### src/debug_control_status_defines.svh
// Constants of the debugger control and status block
`ifndef DEBUG_CONTROL_STATUS_DEFINES_SVH
`define DEBUG_CONTROL_STATUS_DEFINES_SVH
// ==========================================================
// Link commands
`define CMD_READ_STATUS 8'h02
`define CMD_WRITE_CONTROL 8'h04
`define CMD_READ_CONTROL 8'h05
// ==========================================================
// Control fields
`define CTL_HALT_BIT 7
`define CTL_BREAKPOINT_ENABLE_BIT 6
`define CTL_ACKEN_BIT 5
`define CTL_RESET_BIT 0
`define CTL_RESET_VALUE 8'h00
// ==========================================================
// Status fields
`define STAT_DEBUG_BIT 7
`define STAT_HALT_BIT 6
`define STAT_RPI_BIT 5
// ==========================================================
// Values
`define BREAK_OPCODE 8'h00
`define ACK_BYTE 8'hff
`endif

### src/debug_control_status_pkg.sv
// Types of the debugger control and status block
package debug_control_status_pkg;
   typedef enum logic [1:0] {
      cmd_idle = 2'b00,
      cmd_wait_data = 2'b01
   } cmd_state_t;
endpackage

### src/chip_reset_ctl_if.sv
// Chip reset handshake between the top and the reset sequencer
`timescale 1ns/1ps
`default_nettype none
interface chip_reset_ctl_if;
   logic start;
   logic busy;
   logic done;
   modport ctl (output start, input busy, input done);
   modport seq (input start, output busy, output done);
endinterface
`default_nettype wire

### src/chip_reset_seq.sv
// Sequencer holding the chip core in reset for a fixed number of cycles
`timescale 1ns/1ps
`default_nettype none
module chip_reset_seq #(
   parameter int unsigned HOLD_CYCLES = 16
) (
   input wire logic clk_in,
   input wire logic rst_n_in,
   chip_reset_ctl_if.seq rc
);
   localparam int unsigned CW = $clog2(HOLD_CYCLES + 1);
   logic [CW-1:0] count;
   logic [CW-1:0] next_count;
   logic busy;
   logic next_busy;
   logic done;
   logic next_done;
   // ==========================================================
   // Next state
   always_comb begin
      next_count = count;
      next_busy = busy;
      next_done = 1'b0;
      if (busy) begin
         if (count == CW'(HOLD_CYCLES - 1)) begin
            next_busy = 1'b0;
            next_done = 1'b1;
            next_count = '0;
         end else begin
            next_count = count + CW'(1);
         end
      end else if (rc.start) begin
         next_busy = 1'b1;
         next_count = '0;
      end
   end
   // ==========================================================
   // Registers
   always_ff @(posedge clk_in) begin
      if (!rst_n_in) begin
         count <= '0;
         busy <= 1'b0;
         done <= 1'b0;
      end else begin
         count <= next_count;
         busy <= next_busy;
         done <= next_done;
      end
   end
   assign rc.busy = busy;
   assign rc.done = done;
endmodule
`default_nettype wire

### src/debug_control_status.sv
// Debugger control and status registers with their link command decoder
// Operation
// - While the halt request bit 7 is set the device is in debug state and fetch stops.
// - Clearing the halt request bit lets the processor fetch and execute again.
// - A decoded break opcode 00H with breakpoints enabled sets the halt request bit.
// - Under read protection a write of 0 to the halt request bit is ignored until reset.
// - Breakpoint enable is bit 6, resets to 0, and when 0 the break opcode acts as a no-op.
// - With acknowledge enable bit 5 set a taken breakpoint sends byte FFH to the host, unless a read reply goes out in the same cycle.
// - Writing 1 to bit 0 resets the chip core while the debugger keeps its state.
// - Bit 0 clears itself when that reset ends, and writing 0 to it does nothing.
// - Writes 81H reset and halt, 41H reset and run, and 40H resumes from debug state.
// - Status is read-only, bit 7 shows debug state and bit 6 shows halt mode.
// - Status bit 5 reads 0 under active read protection and 1 otherwise.
// - Command 02H returns the status byte.
// - Command 04H with one data byte writes control and 05H returns control.

`timescale 1ns/1ps
`default_nettype none
`include "debug_control_status_defines.svh"
module debug_control_status #(
   parameter int unsigned RESET_HOLD_CYCLES = 16
) (
   input wire logic clk_in,
   input wire logic rst_n_in,
   input wire logic rx_valid_in,
   input wire logic [7:0] rx_byte_in,
   output logic tx_valid_out,
   output logic [7:0] tx_byte_out,
   input wire logic opcode_decode_in,
   input wire logic [7:0] opcode_in,
   input wire logic cpu_halt_mode_in,
   input wire logic read_protect_active_in,
   output logic fetch_stall_out,
   output logic chip_reset_out,
   output logic [7:0] debugger_control_reg_out,
   output logic [7:0] debugger_status_reg_out
);

   chip_reset_ctl_if rc ();
   debug_control_status_pkg::cmd_state_t state;
   debug_control_status_pkg::cmd_state_t next_state;
   logic debug_halt_request;
   logic next_debug_halt_request;
   logic breakpoint_enable;
   logic next_breakpoint_enable;
   logic break_ack_enable;
   logic next_break_ack_enable;
   logic reset_bit;
   logic next_reset_bit;
   logic start;
   logic next_start;
   logic tx_valid;
   logic next_tx_valid;
   logic [7:0] tx_byte;
   logic [7:0] next_tx_byte;
   logic chip_reset;
   logic next_chip_reset;
   logic [7:0] ctl_value;
   logic [7:0] stat_value;
   logic break_taken;
   logic [7:0] wr_data;
   logic wr_ctl;
   logic next_dbg_flag;
   logic debug_state_flag;
   logic halt_flag;
   logic read_protect_inactive;
   logic next_halt_flag;
   logic next_read_protect_inactive;

   // ==========================================================
   // Reset sequencer
   chip_reset_seq #(
      .HOLD_CYCLES(RESET_HOLD_CYCLES)
   ) u_seq (
      .clk_in(clk_in),
      .rst_n_in(rst_n_in),
      .rc(rc)
   );
   assign rc.start = start;

   // ==========================================================
   // Register views
   always_comb begin
      ctl_value = 8'h00;
      ctl_value[`CTL_HALT_BIT] = debug_halt_request;
      ctl_value[`CTL_BREAKPOINT_ENABLE_BIT] = breakpoint_enable;
      ctl_value[`CTL_ACKEN_BIT] = break_ack_enable;
      ctl_value[`CTL_RESET_BIT] = reset_bit;
      stat_value = 8'h00;
      stat_value[`STAT_DEBUG_BIT] = debug_state_flag;
      stat_value[`STAT_HALT_BIT] = halt_flag;
      stat_value[`STAT_RPI_BIT] = read_protect_inactive;
   end

   // ==========================================================
   // Next state
   always_comb begin
      next_state = state;
      next_tx_valid = 1'b0;
      next_tx_byte = tx_byte;
      wr_ctl = 1'b0;
      wr_data = rx_byte_in;
      unique case (state)
         debug_control_status_pkg::cmd_idle: begin
            if (rx_valid_in) begin
               if (rx_byte_in == `CMD_READ_STATUS) begin
                  next_tx_valid = 1'b1;
                  next_tx_byte = stat_value;
               end else if (rx_byte_in == `CMD_READ_CONTROL) begin
                  next_tx_valid = 1'b1;
                  next_tx_byte = ctl_value;
               end else if (rx_byte_in == `CMD_WRITE_CONTROL) begin
                  next_state = debug_control_status_pkg::cmd_wait_data;
               end
            end
         end
         debug_control_status_pkg::cmd_wait_data: begin
            if (rx_valid_in) begin
               wr_ctl = 1'b1;
               next_state = debug_control_status_pkg::cmd_idle;
            end
         end
      endcase
      // Breakpoint only counts when fetch is running and enabled
      break_taken = opcode_decode_in && (opcode_in == `BREAK_OPCODE) &&
         breakpoint_enable && !debug_halt_request;
      next_debug_halt_request = debug_halt_request;
      next_breakpoint_enable = breakpoint_enable;
      next_break_ack_enable = break_ack_enable;
      next_reset_bit = reset_bit;
      next_start = 1'b0;
      if (wr_ctl) begin
         if (wr_data[`CTL_HALT_BIT] || !read_protect_active_in) begin
            next_debug_halt_request = wr_data[`CTL_HALT_BIT];
         end
         next_breakpoint_enable = wr_data[`CTL_BREAKPOINT_ENABLE_BIT];
         next_break_ack_enable = wr_data[`CTL_ACKEN_BIT];
         if (wr_data[`CTL_RESET_BIT] && !reset_bit) begin
            next_reset_bit = 1'b1;
            next_start = 1'b1;
         end
      end
      // Hardware set wins over a host clear in the same cycle
      if (break_taken) begin
         next_debug_halt_request = 1'b1;
         if (break_ack_enable && !next_tx_valid) begin
            next_tx_valid = 1'b1;
            next_tx_byte = `ACK_BYTE;
         end
      end
      if (rc.done) begin
         next_reset_bit = 1'b0;
      end
      // Start flop bridges the cycle before the sequencer reports busy
      next_chip_reset = next_start || start || rc.busy;
      next_dbg_flag = next_debug_halt_request;
   end

   // ==========================================================
   // Status inputs
   always_comb begin
      // One register stage, so these bits lag their inputs by a cycle
      next_halt_flag = cpu_halt_mode_in;
      next_read_protect_inactive = !read_protect_active_in;
   end

   // ==========================================================
   // Command decoder registers
   always_ff @(posedge clk_in) begin
      if (!rst_n_in) begin
         state <= debug_control_status_pkg::cmd_idle;
         tx_valid <= 1'b0;
         tx_byte <= `CTL_RESET_VALUE;
      end else begin
         state <= next_state;
         tx_valid <= next_tx_valid;
         tx_byte <= next_tx_byte;
      end
   end

   // ==========================================================
   // Control registers
   // Besides host writes, rc.done clearing reset_bit and start and chip_reset falling when their pulse ends,
   // only rst_n_in clears these, so the debugger survives a chip core reset
   always_ff @(posedge clk_in) begin
      if (!rst_n_in) begin
         debug_halt_request <= 1'b0;
         breakpoint_enable <= 1'b0;
         break_ack_enable <= 1'b0;
         reset_bit <= 1'b0;
         start <= 1'b0;
         chip_reset <= 1'b0;
      end else begin
         debug_halt_request <= next_debug_halt_request;
         breakpoint_enable <= next_breakpoint_enable;
         break_ack_enable <= next_break_ack_enable;
         reset_bit <= next_reset_bit;
         start <= next_start;
         chip_reset <= next_chip_reset;
      end
   end

   // ==========================================================
   // Status registers
   always_ff @(posedge clk_in) begin
      if (!rst_n_in) begin
         debug_state_flag <= 1'b0;
         halt_flag <= 1'b0;
         read_protect_inactive <= 1'b0;
      end else begin
         debug_state_flag <= next_dbg_flag;
         halt_flag <= next_halt_flag;
         read_protect_inactive <= next_read_protect_inactive;
      end
   end

   // ==========================================================
   // Outputs
   assign tx_valid_out = tx_valid;
   assign tx_byte_out = tx_byte;
   assign fetch_stall_out = debug_halt_request;
   assign chip_reset_out = chip_reset;
   assign debugger_control_reg_out = ctl_value;
   assign debugger_status_reg_out = stat_value;
endmodule
`default_nettype wire

### config.mk
export PLATFORM = sky130hd
export DESIGN_NAME = debug_control_status
export DESIGN_NICKNAME = d
export VERILOG_FILES = /design/src/debug_control_status_pkg.sv /design/src/chip_reset_ctl_if.sv /design/src/chip_reset_seq.sv /design/src/debug_control_status.sv
export VERILOG_INCLUDE_DIRS = /design/src
export SDC_FILE = /design/constraint.sdc
export NUM_CORES = 1
export LEC_CHECK = 0
export BUFFER_PORTS_ARGS = -buffer_cell sky130_fd_sc_hd__buf_4
export CAP_MARGIN = 25
export CORE_ASPECT_RATIO = 1.75
export CORE_MARGIN = 2
export CORE_UTILIZATION = 49
export DETAILED_ROUTE_END_ITERATION = 8
export GPL_TIMING_DRIVEN = 0
export PLACE_DENSITY_LB_ADDON = 0.1
export SYNTH_ARGS = -nofsm -noshare
export SYNTH_HDL_FRONTEND = slang
export SYNTH_SLANG_ARGS = --single-unit
### constraint.sdc
create_clock -name clk_in -period 4.1 [get_ports clk_in]
set_clock_uncertainty 0.1 [all_clocks]
set_input_delay 0.205 -clock clk_in [delete_from_list [all_inputs] [get_ports clk_in]]
set_output_delay 0.205 -clock clk_in [all_outputs]
set_load 0.005 [all_outputs]
* Yosys cells after proc, flatten, opt, wreduce, memory -nomap -nowiden
Index checks and enable logic that the tools add are counted.
** Storage, ports and cells
- Bits in registers :: 26
- Bits of input ports :: 22
- Output and inout bits :: 27
- Word-level logic and storage cells :: 80
** Operators by class
- Add/subtract/negate cells :: 1
- Equal/unequal tests :: 10
- Muxes and demuxes :: 32
- Bitwise gates (word level) :: 1
- Reduce and logical (&&, ||, !) cells :: 22
** Operators by type and width (number)
- 8-bit two-way mux :: 6
- 1-bit two-way mux :: 17
- 8-bit by 3-bit == test with 1-bit output, second input constant :: 2
- 5-bit two-way mux :: 3
- 2-bit two-way mux :: 5
- 2-bit inequality test, second input constant :: 5
- 8-bit by 2-bit == test with 1-bit output, second input constant :: 1
- 8-bit zero test :: 1
- 2-bit AND reduction :: 3
- 2-bit nonzero test :: 3
- 5-bit by 1-bit adder with 5-bit output, second input constant :: 1
- 5-bit by 4-bit == test with 1-bit output, second input constant :: 1
- 1-bit logical AND :: 5
- 5-bit AND reduction :: 1
- 1-bit zero test :: 4
- 2-bit one-hot mux with 2 select lines :: 1
- 1-bit logical OR :: 3
- 2-bit by 1-bit == test with 1-bit output, second input constant :: 1
- 2-bit zero test :: 1
- 2-bit OR reduction :: 1
- 1-bit NOT :: 1

* Depth between registers and ports, before layout
Gate-level depths: netlist of the first run.
- Word-level depth :: 9
- Depth in mapped cells :: 5
- Mapped depth without buffers :: 5

* Hierarchy
Synthesis of the first run repeated with hierarchy kept, for this count alone.
** Second synthesis, totals
- Cell total of the unflattened synthesis :: 132
- Area total of the unflattened synthesis :: 1194.9 um^2
** By module, submodules not included
- debug_control_status :: instances 1, cells an instance 99, area each 887.1 um^2
- chip_reset_seq :: instances 1, cells an instance 33, area each 307.8 um^2

* Worst setup path before layout of the first run
OpenSTA, ideal clock, no wires.
- Kind :: flip-flop to flip-flop
- Start :: reg state[0]
- End :: reg state[0]
- Arrival time :: 1405 ps
- Setup slack :: 2524 ps
- Cell stages (with the launch flop) :: 6
- Period minus slack after synthesis :: 1576 ps
- Cells stage by stage :: dfxtp_1 -> clkbuf_2 -> nor3_2 -> nand2_2 -> or4b_1 -> a21oi_1
** On the way
- Cells in the longest elaborated chain, start to end :: 3
- Elaborated cells between the ends (all ways) :: 9
- Classes of those cells :: eq/ne: 6; mux: 1; reduce/logical: 2
** RTL lines
- from (decl) :: line debug_control_status.sv:40 : debug_control_status_pkg::cmd_state_t state;
- from (signal assigned) :: line debug_control_status.sv:171 : state <= debug_control_status_pkg::cmd_idle;
- from (signal assigned) :: line debug_control_status.sv:175 : state <= next_state;
- 2-bit by 1-bit == test with 1-bit output or 2-bit zero test (tied branches) :: line debug_control_status.sv:103 : unique case (state)
- 2-bit inequality test (no source line)
- 5-bit AND reduction (no source line)
Several ways; a longest one is shown, not always the timed one.
A chain may end at the register's enable or synchronous reset.

* Final worst setup path of the first run
Ends and elaborated chain as after synthesis.

==> results.sh, run 1 <==
export IMPL_status="finished clean"
export IMPL_ys_top_cells_by_area="dfxtp_1 (44%), buf_4 (11%), a21oi_1 (5.3%)"
export IMPL_cts_sinks=25
export IMPL_synth_xor_area_share_pct=0
export IMPL_startpoint="state[0]"
export IMPL_hp_start="cpu_halt_mode_in"
export IMPL_dpl_hpwl_mm=2.16
export IMPL_drt_total_wl_mm=2.63
export IMPL_fin_ws_ns=2.34
export IMPL_worst_pin_slew_ns=0.525
export IMPL_place_inst=197
export IMPL_startpoint_type="flip-flop"
export IMPL_synth_compound_area_share_pct=17.5
export IMPL_drt_initial_drc_count=23
export IMPL_endpoint_kind="flip-flop"
export IMPL_drive_gt1_share_pct=36.7
export IMPL_hold_depth=2
export IMPL_cts_hold_buffers=1
export IMPL_synth_cell_types=35
export IMPL_grt_max_degree=16
export IMPL_total_power_uw=432
export IMPL_path_cells="clkbuf_2 > nor3_2 > nand2_2 > or4b_1 > a21oi_1"
export IMPL_synth_seq_cells=25
export IMPL_ys_seq_area_share_pct=44.1
export IMPL_final_antenna_net_count=0
export IMPL_syn_to_final_growth_pct=36.3
export IMPL_die_y_um=67.7
export IMPL_post_cts_resized=0
export IMPL_port_buffers=39
export IMPL_crit_slowest_cell="or4b_1"
export IMPL_dr_pass1_iters=4
export IMPL_synth_area_mm2=0.00114
export IMPL_path_max_fanout=8
export IMPL_cts_tree="yes"
export IMPL_ys_warn_count=0
export IMPL_dieArea_mm2=0.00273
export IMPL_fmax_mhz=567
export IMPL_layout_common_cells="buf_4 (55), dfxtp_1 (25), a21oi_1 (12), conb_1 (9), nor2_1 (7)"
export IMPL_grt_pass1_vias=999
export IMPL_yosysTopAreaCell="dfxtp_1"
export IMPL_design_area_mm2=0.00155
export IMPL_reg2reg_from="state[0]"
export IMPL_pin_count=49
export IMPL_drc_errors=0
export IMPL_fin_setup_tns_ns=0
export IMPL_post_place_ws_ns=2.38
export IMPL_max_cap_violations=0
export IMPL_gp_congestion=0.775
export IMPL_layout_commonest_cell="buf_4"
export IMPL_synth_edf_count=0
export IMPL_synth_mux_area_share_pct=0
export IMPL_reg2reg_depth=5
export IMPL_start_util_pct=50.6
export IMPL_leakagePower_nw=0.697
export IMPL_rrSetupSlack_ns=2.34
export IMPL_grt_setup_unrepaired="false"
export IMPL_synthAdderAreaFrac_pct=1.10
export IMPL_crit_type="reg2reg"
export IMPL_clock_path_buffers=2
export IMPL_synthCells=125
export IMPL_nNetsFinal=201
export IMPL_cp_required_ns=4.20
export IMPL_irDropWorstVdd_v=0.000214
export IMPL_synth_top_family_by_area="simple AND/OR/NAND/NOR gates"
export IMPL_fin_crit_sh_pct=43.0
export IMPL_rows=23
export IMPL_path_clk_slew_ns=0.09
export IMPL_post_cts_setup_buffer_count=0
export IMPL_die_w_um=40.4
export IMPL_finalMaxSlewViolations=0
export IMPL_worstHoldPathType="in2reg"
export IMPL_core_mm2=0.00224
export IMPL_relSlewSlack_pct=65.0
export IMPL_cp_arrival_ns=1.86
export IMPL_hold_viol_final=0
export IMPL_setup_viol=0
export IMPL_hold_end="halt_flag"
export IMPL_timing_final_crit_period_ns=1.76
export IMPL_yosys_area_share_simple_pct=24.3
export IMPL_antenna_cells=0
export IMPL_vias_per_cell=5.12
export IMPL_antenna_found_initial=0
export IMPL_synthArstFlopShare_pct=0
export IMPL_cts_root_buffer="clkbuf_8"
export IMPL_power_density_mw_per_mm2=279
export IMPL_stdcell_count=202
export IMPL_synth_top_cell_area_share_pct=44.1
export IMPL_cts_buffers_inserted=3
export IMPL_cts_htree_levels=1
export IMPL_critical_path_max_stage_delay_ns=0.52
export IMPL_avgSynthCellArea_um2=9.09
export IMPL_grtUsageTotal_pct=21.6
export IMPL_postPlaceCellArea_mm2=0.00149
export IMPL_clk_latency_ns=0.26
export IMPL_r2r_end="state[0]"
export IMPL_grt_first_pass_wirelength_mm=4.12
export IMPL_wire_per_inst_um=13.0
export IMPL_vias=1034
export IMPL_grt_ovfl_total=0
export IMPL_synth_ff_type="dfxtp_1"
## cells by family after synthesis
group           count (synthesis)
compound gates                 32
fa+ha+maj                       1
buf+inv                        22
flops                          25
other cells                     1
simple gates                   44
## synthesized netlist by cell type (all sizes together) (3+ instances only)
cell / number
nor3: 3
nor3b: 4
o21ai: 6
nand3: 6
dfxtp: 25
o21a: 4
buf: 16
nand2: 6
nor2: 7
a21oi: 12
and2: 3
clkbuf: 3
inv: 3
## layout make-up
class	instances	area, µm²
clock buffers	3	41.3
well taps	25	31.3
inverters	3	11.3
flip-flops and latches	25	500
clock inverters	1	7.51
plain buffers	19	133
fillers	204	696
repair buffers	40	303
multi-input cells	86	522
## how the worst max path moves through the flow
stage / endpoint / slack (ns) / cells after the start
after floorplan: state[0] / 2.52 / 5
after global placement: state[0] / 2.38 / 5
after detailed placement: state[0] / 2.38 / 5
after CTS: state[0] / 2.36 / 5
after global routing: state[0] / 2.22 / 5
final: state[0] / 2.34 / 5
## sequential cells by signal, summed over array words and instances (netlist names)
register               cells
read_protect_inactive      1
u_seq.rc.done              1
halt_flag                  1
state                      1
tx_byte_out                8
tx_valid_out               1
rc.start                   1
reset_bit                  1
chip_reset_out             1
break_ack_enable           1
u_seq.count                5
u_seq.rc.busy              1
breakpoint_enable          1
debug_state_flag           1
## stage by stage
| stage | hold WS (ns) | util, % |
|---|---|---|
| 3_3_place_gp | 0.272 | 66.4 |
| 3_5_place_dp | 0.277 | 66.4 |
| 4_1_cts | 0.0391 | 69.0 |
| 5_1_grt | 0.0347 | 69.0 |
| 2_1_floorplan | 0.177 | - |
| 6_report | 0.0426 | 69.0 |
## power by group
| part | switching [mW] | leakage [nW] | internal (mW) |
|---|---|---|---|
| combinational | 0.0177 | 0.474 | 0.0254 |
| sequential | 0.000647 | 0.202 | 0.244 |
| clock | 0.0763 | 0.0217 | 0.0687 |
## routing by layer
layer	global-route usage, %	routed length [µm]
met5	0	0
met4	10.4	65
met3	2.30	130
met2	41.3	1550
met1	20.7	883
## critical path, delay by kind of cell, from the launching register on
kind / cells / cell delay (ns)
AOI/OAI and AO/OA: 1 / 0.15
buffers and inverters: 1 / 0.16
DFF: 1 / 0.30
and+or+nand+nor: 3 / 0.99
(Power assumes the default switching activity.)
==> run 2: changes to the inputs <==
--- a/config.mk
+++ b/config.mk
@@ -10,7 +10,7 @@
 export CAP_MARGIN = 25
 export CORE_ASPECT_RATIO = 1.75
 export CORE_MARGIN = 2
-export CORE_UTILIZATION = 49
+export CORE_UTILIZATION = 46
 export DETAILED_ROUTE_END_ITERATION = 8
 export GPL_TIMING_DRIVEN = 0
 export PLACE_DENSITY_LB_ADDON = 0.1
==> constraint.sdc (replaced) <==
create_clock -name clk_in -period 1.8 [get_ports clk_in]
set_clock_uncertainty 0.1 [all_clocks]
set_input_delay 0.09 -clock clk_in [delete_from_list [all_inputs] [get_ports clk_in]]
set_output_delay 0.09 -clock clk_in [all_outputs]
set_load 0.005 [all_outputs]
==> run 2 against run 1 <==
  * Wire length rose by 2.8%
  * Critical path type unchanged
  * Core utilization decreased by 1.4 points
  * First-iteration DRC count down 39%
  * Power is 130% higher
  * Cell area is 1.7% higher
  * Fmax increased by 5.5%
  * Highest routed layer unchanged
  * Register-to-register slack got worse by 2.2 ns
  * Largest cell class unchanged
  * Count of clock-buffer cells in the layout unchanged
==> results.sh, run 2 (synthesis gave the netlist of run 1 again) <==
export IMPL_cp_required_ns=1.91
export IMPL_drt_total_wl_mm=2.70
export IMPL_final_antenna_net_count=0
export IMPL_grt_max_degree=16
export IMPL_layout_commonest_cell="buf_4"
export IMPL_die_w_um=41.6
export IMPL_cts_buffers_inserted=3
export IMPL_vias_per_cell=5.17
export IMPL_drive_gt1_share_pct=36.3
export IMPL_place_inst=197
export IMPL_pin_count=49
export IMPL_grt_first_pass_wirelength_mm=4.61
export IMPL_post_cts_setup_buffer_count=0
export IMPL_critical_path_max_stage_delay_ns=0.54
export IMPL_die_y_um=69.7
export IMPL_layout_common_cells="buf_4 (55), dfxtp_1 (25), a21oi_1 (12), conb_1 (9), nor2_1 (7)"
export IMPL_antenna_found_initial=0
export IMPL_crit_slowest_cell="or4b_1"
export IMPL_finalMaxSlewViolations=0
export IMPL_crit_family="simple AND/OR/NAND/NOR gates"
export IMPL_cp_arrival_ns=1.78
export IMPL_hold_ws_ns=0.00832
export IMPL_fillers=212
export IMPL_syn_to_final_growth_pct=38.7
export IMPL_grt_pass1_vias=1056
export IMPL_fin_setup_tns_ns=0
export IMPL_dpl_hpwl_mm=2.18
export IMPL_grt_ovfl_total=0
export IMPL_cts_tree="yes"
export IMPL_clk_latency_ns=0.27
export IMPL_nNetsFinal=203
export IMPL_path_max_fanout=8
export IMPL_endpoint_kind="flip-flop"
export IMPL_port_buffers=39
export IMPL_fin_crit_sh_pct=92.8
export IMPL_grt_setup_unrepaired="false"
export IMPL_rows=23
export IMPL_fmax_mhz=598
export IMPL_grtUsageTotal_pct=20.0
export IMPL_setup_viol=0
export IMPL_drc_errors=0
export IMPL_startpoint_type="flip-flop"
export IMPL_clock_path_buffers=2
export IMPL_total_power_uw=995
export IMPL_crit_type="reg2reg"
export IMPL_drt_initial_drc_count=14
export IMPL_path_clk_slew_ns=0.08
export IMPL_gp_congestion=0.814
export IMPL_irDropWorstVdd_v=0.000526
export IMPL_power_density_mw_per_mm2=631
export IMPL_wire_per_inst_um=13.2
export IMPL_stdcell_count=204
export IMPL_dieArea_mm2=0.00290
export IMPL_leakagePower_nw=0.708
export IMPL_status="finished clean"
export IMPL_cts_sinks=25
export IMPL_vias=1055
export IMPL_antenna_cells=0
export IMPL_cts_htree_levels=1
export IMPL_worstHoldPathType="in2reg"
export IMPL_dr_pass1_iters=4
export IMPL_largest_reg_flops=8
export IMPL_timing_final_crit_period_ns=1.67
export IMPL_cts_root_buffer="clkbuf_8"
export IMPL_path_cells="clkbuf_2 > nor3_4 > nand2_2 > or4b_1 > a21oi_1"
export IMPL_start_util_pct=48.7
export IMPL_hold_viol_final=0
export IMPL_max_cap_violations=0
export IMPL_cp_num_buf_inv=1
export IMPL_core_mm2=0.00233
==> run 2: area by class of cell <==
class                   instances  area [µm²]  share of cell area [%]
inverters                       3        11.3                   0.715
well taps                      25        31.3                    1.99
plain buffers                  19         133                    8.42
flip-flops and latches         25         500                    31.8
clock buffers                   3        41.3                    2.62
multi-input cells              86         528                    33.5
repair buffers                 42         323                    20.5
clock inverters                 1        7.51                   0.477
==> run 2: through the flow <==
| step | setup WS, ns | cell area, µm² | util [%] |
|---|---|---|---|
| 2_1_floorplan | 0.224 | 1170 | - |
| 3_3_place_gp | 0.0289 | 1490 | 63.9 |
| 3_5_place_dp | 0.0111 | 1490 | 63.9 |
| 4_1_cts | 0.0546 | 1580 | 67.6 |
| 5_1_grt | 0.00996 | 1580 | 67.6 |
| 6_report | 0.129 | 1580 | 67.6 |
==> run 2: path summary, 6_finish.rpt <==
check           startpoint              to  slack, ns  depth (start not counted)
max               state[0]        state[0]       0.13                          5
min               rst_n_in  u_seq.count[4]      0.008                          3
max reg2reg       state[0]        state[0]       0.13                          5
min reg2reg  u_seq.rc.done       reset_bit       0.30                          1
==> run 2: what timing repair did <==
| action | CTS | global route |
|---|---|---|
| hold endpoints to repair | 2 | 0 |
| pin swaps | 0 | 1 |
| gates resized for setup | 1 | 0 |
| cloned | 0 | 0 |
| endpoints found under the setup margin | 1 | 1 |
| hold buffers | 3 | 0 |
==> run 2: where the power goes <==
part | internal, mW | total [mW] | switching [mW]
sequential | 0.555 | 0.557 | 0.00162
clock | 0.157 | 0.335 | 0.178
combinational | 0.0617 | 0.103 | 0.0415
==> run 2: worst min-delay path: cells and delay by family <==
kind          cells  cell delay [ns]
buf+inv           1             0.14
simple gates      2             0.11
==> run 2: routing by layer <==
| metal | share of wire, % | wire length [µm] | global-route usage [%] |
|---|---|---|---|
| met2 | 57 | 1550 | 38.0 |
| met5 | 0 | 0 | 0 |
| met3 | 5.0 | 136 | 2.60 |
| met1 | 35 | 951 | 20.3 |
| met4 | 2.4 | 64 | 9.68 |
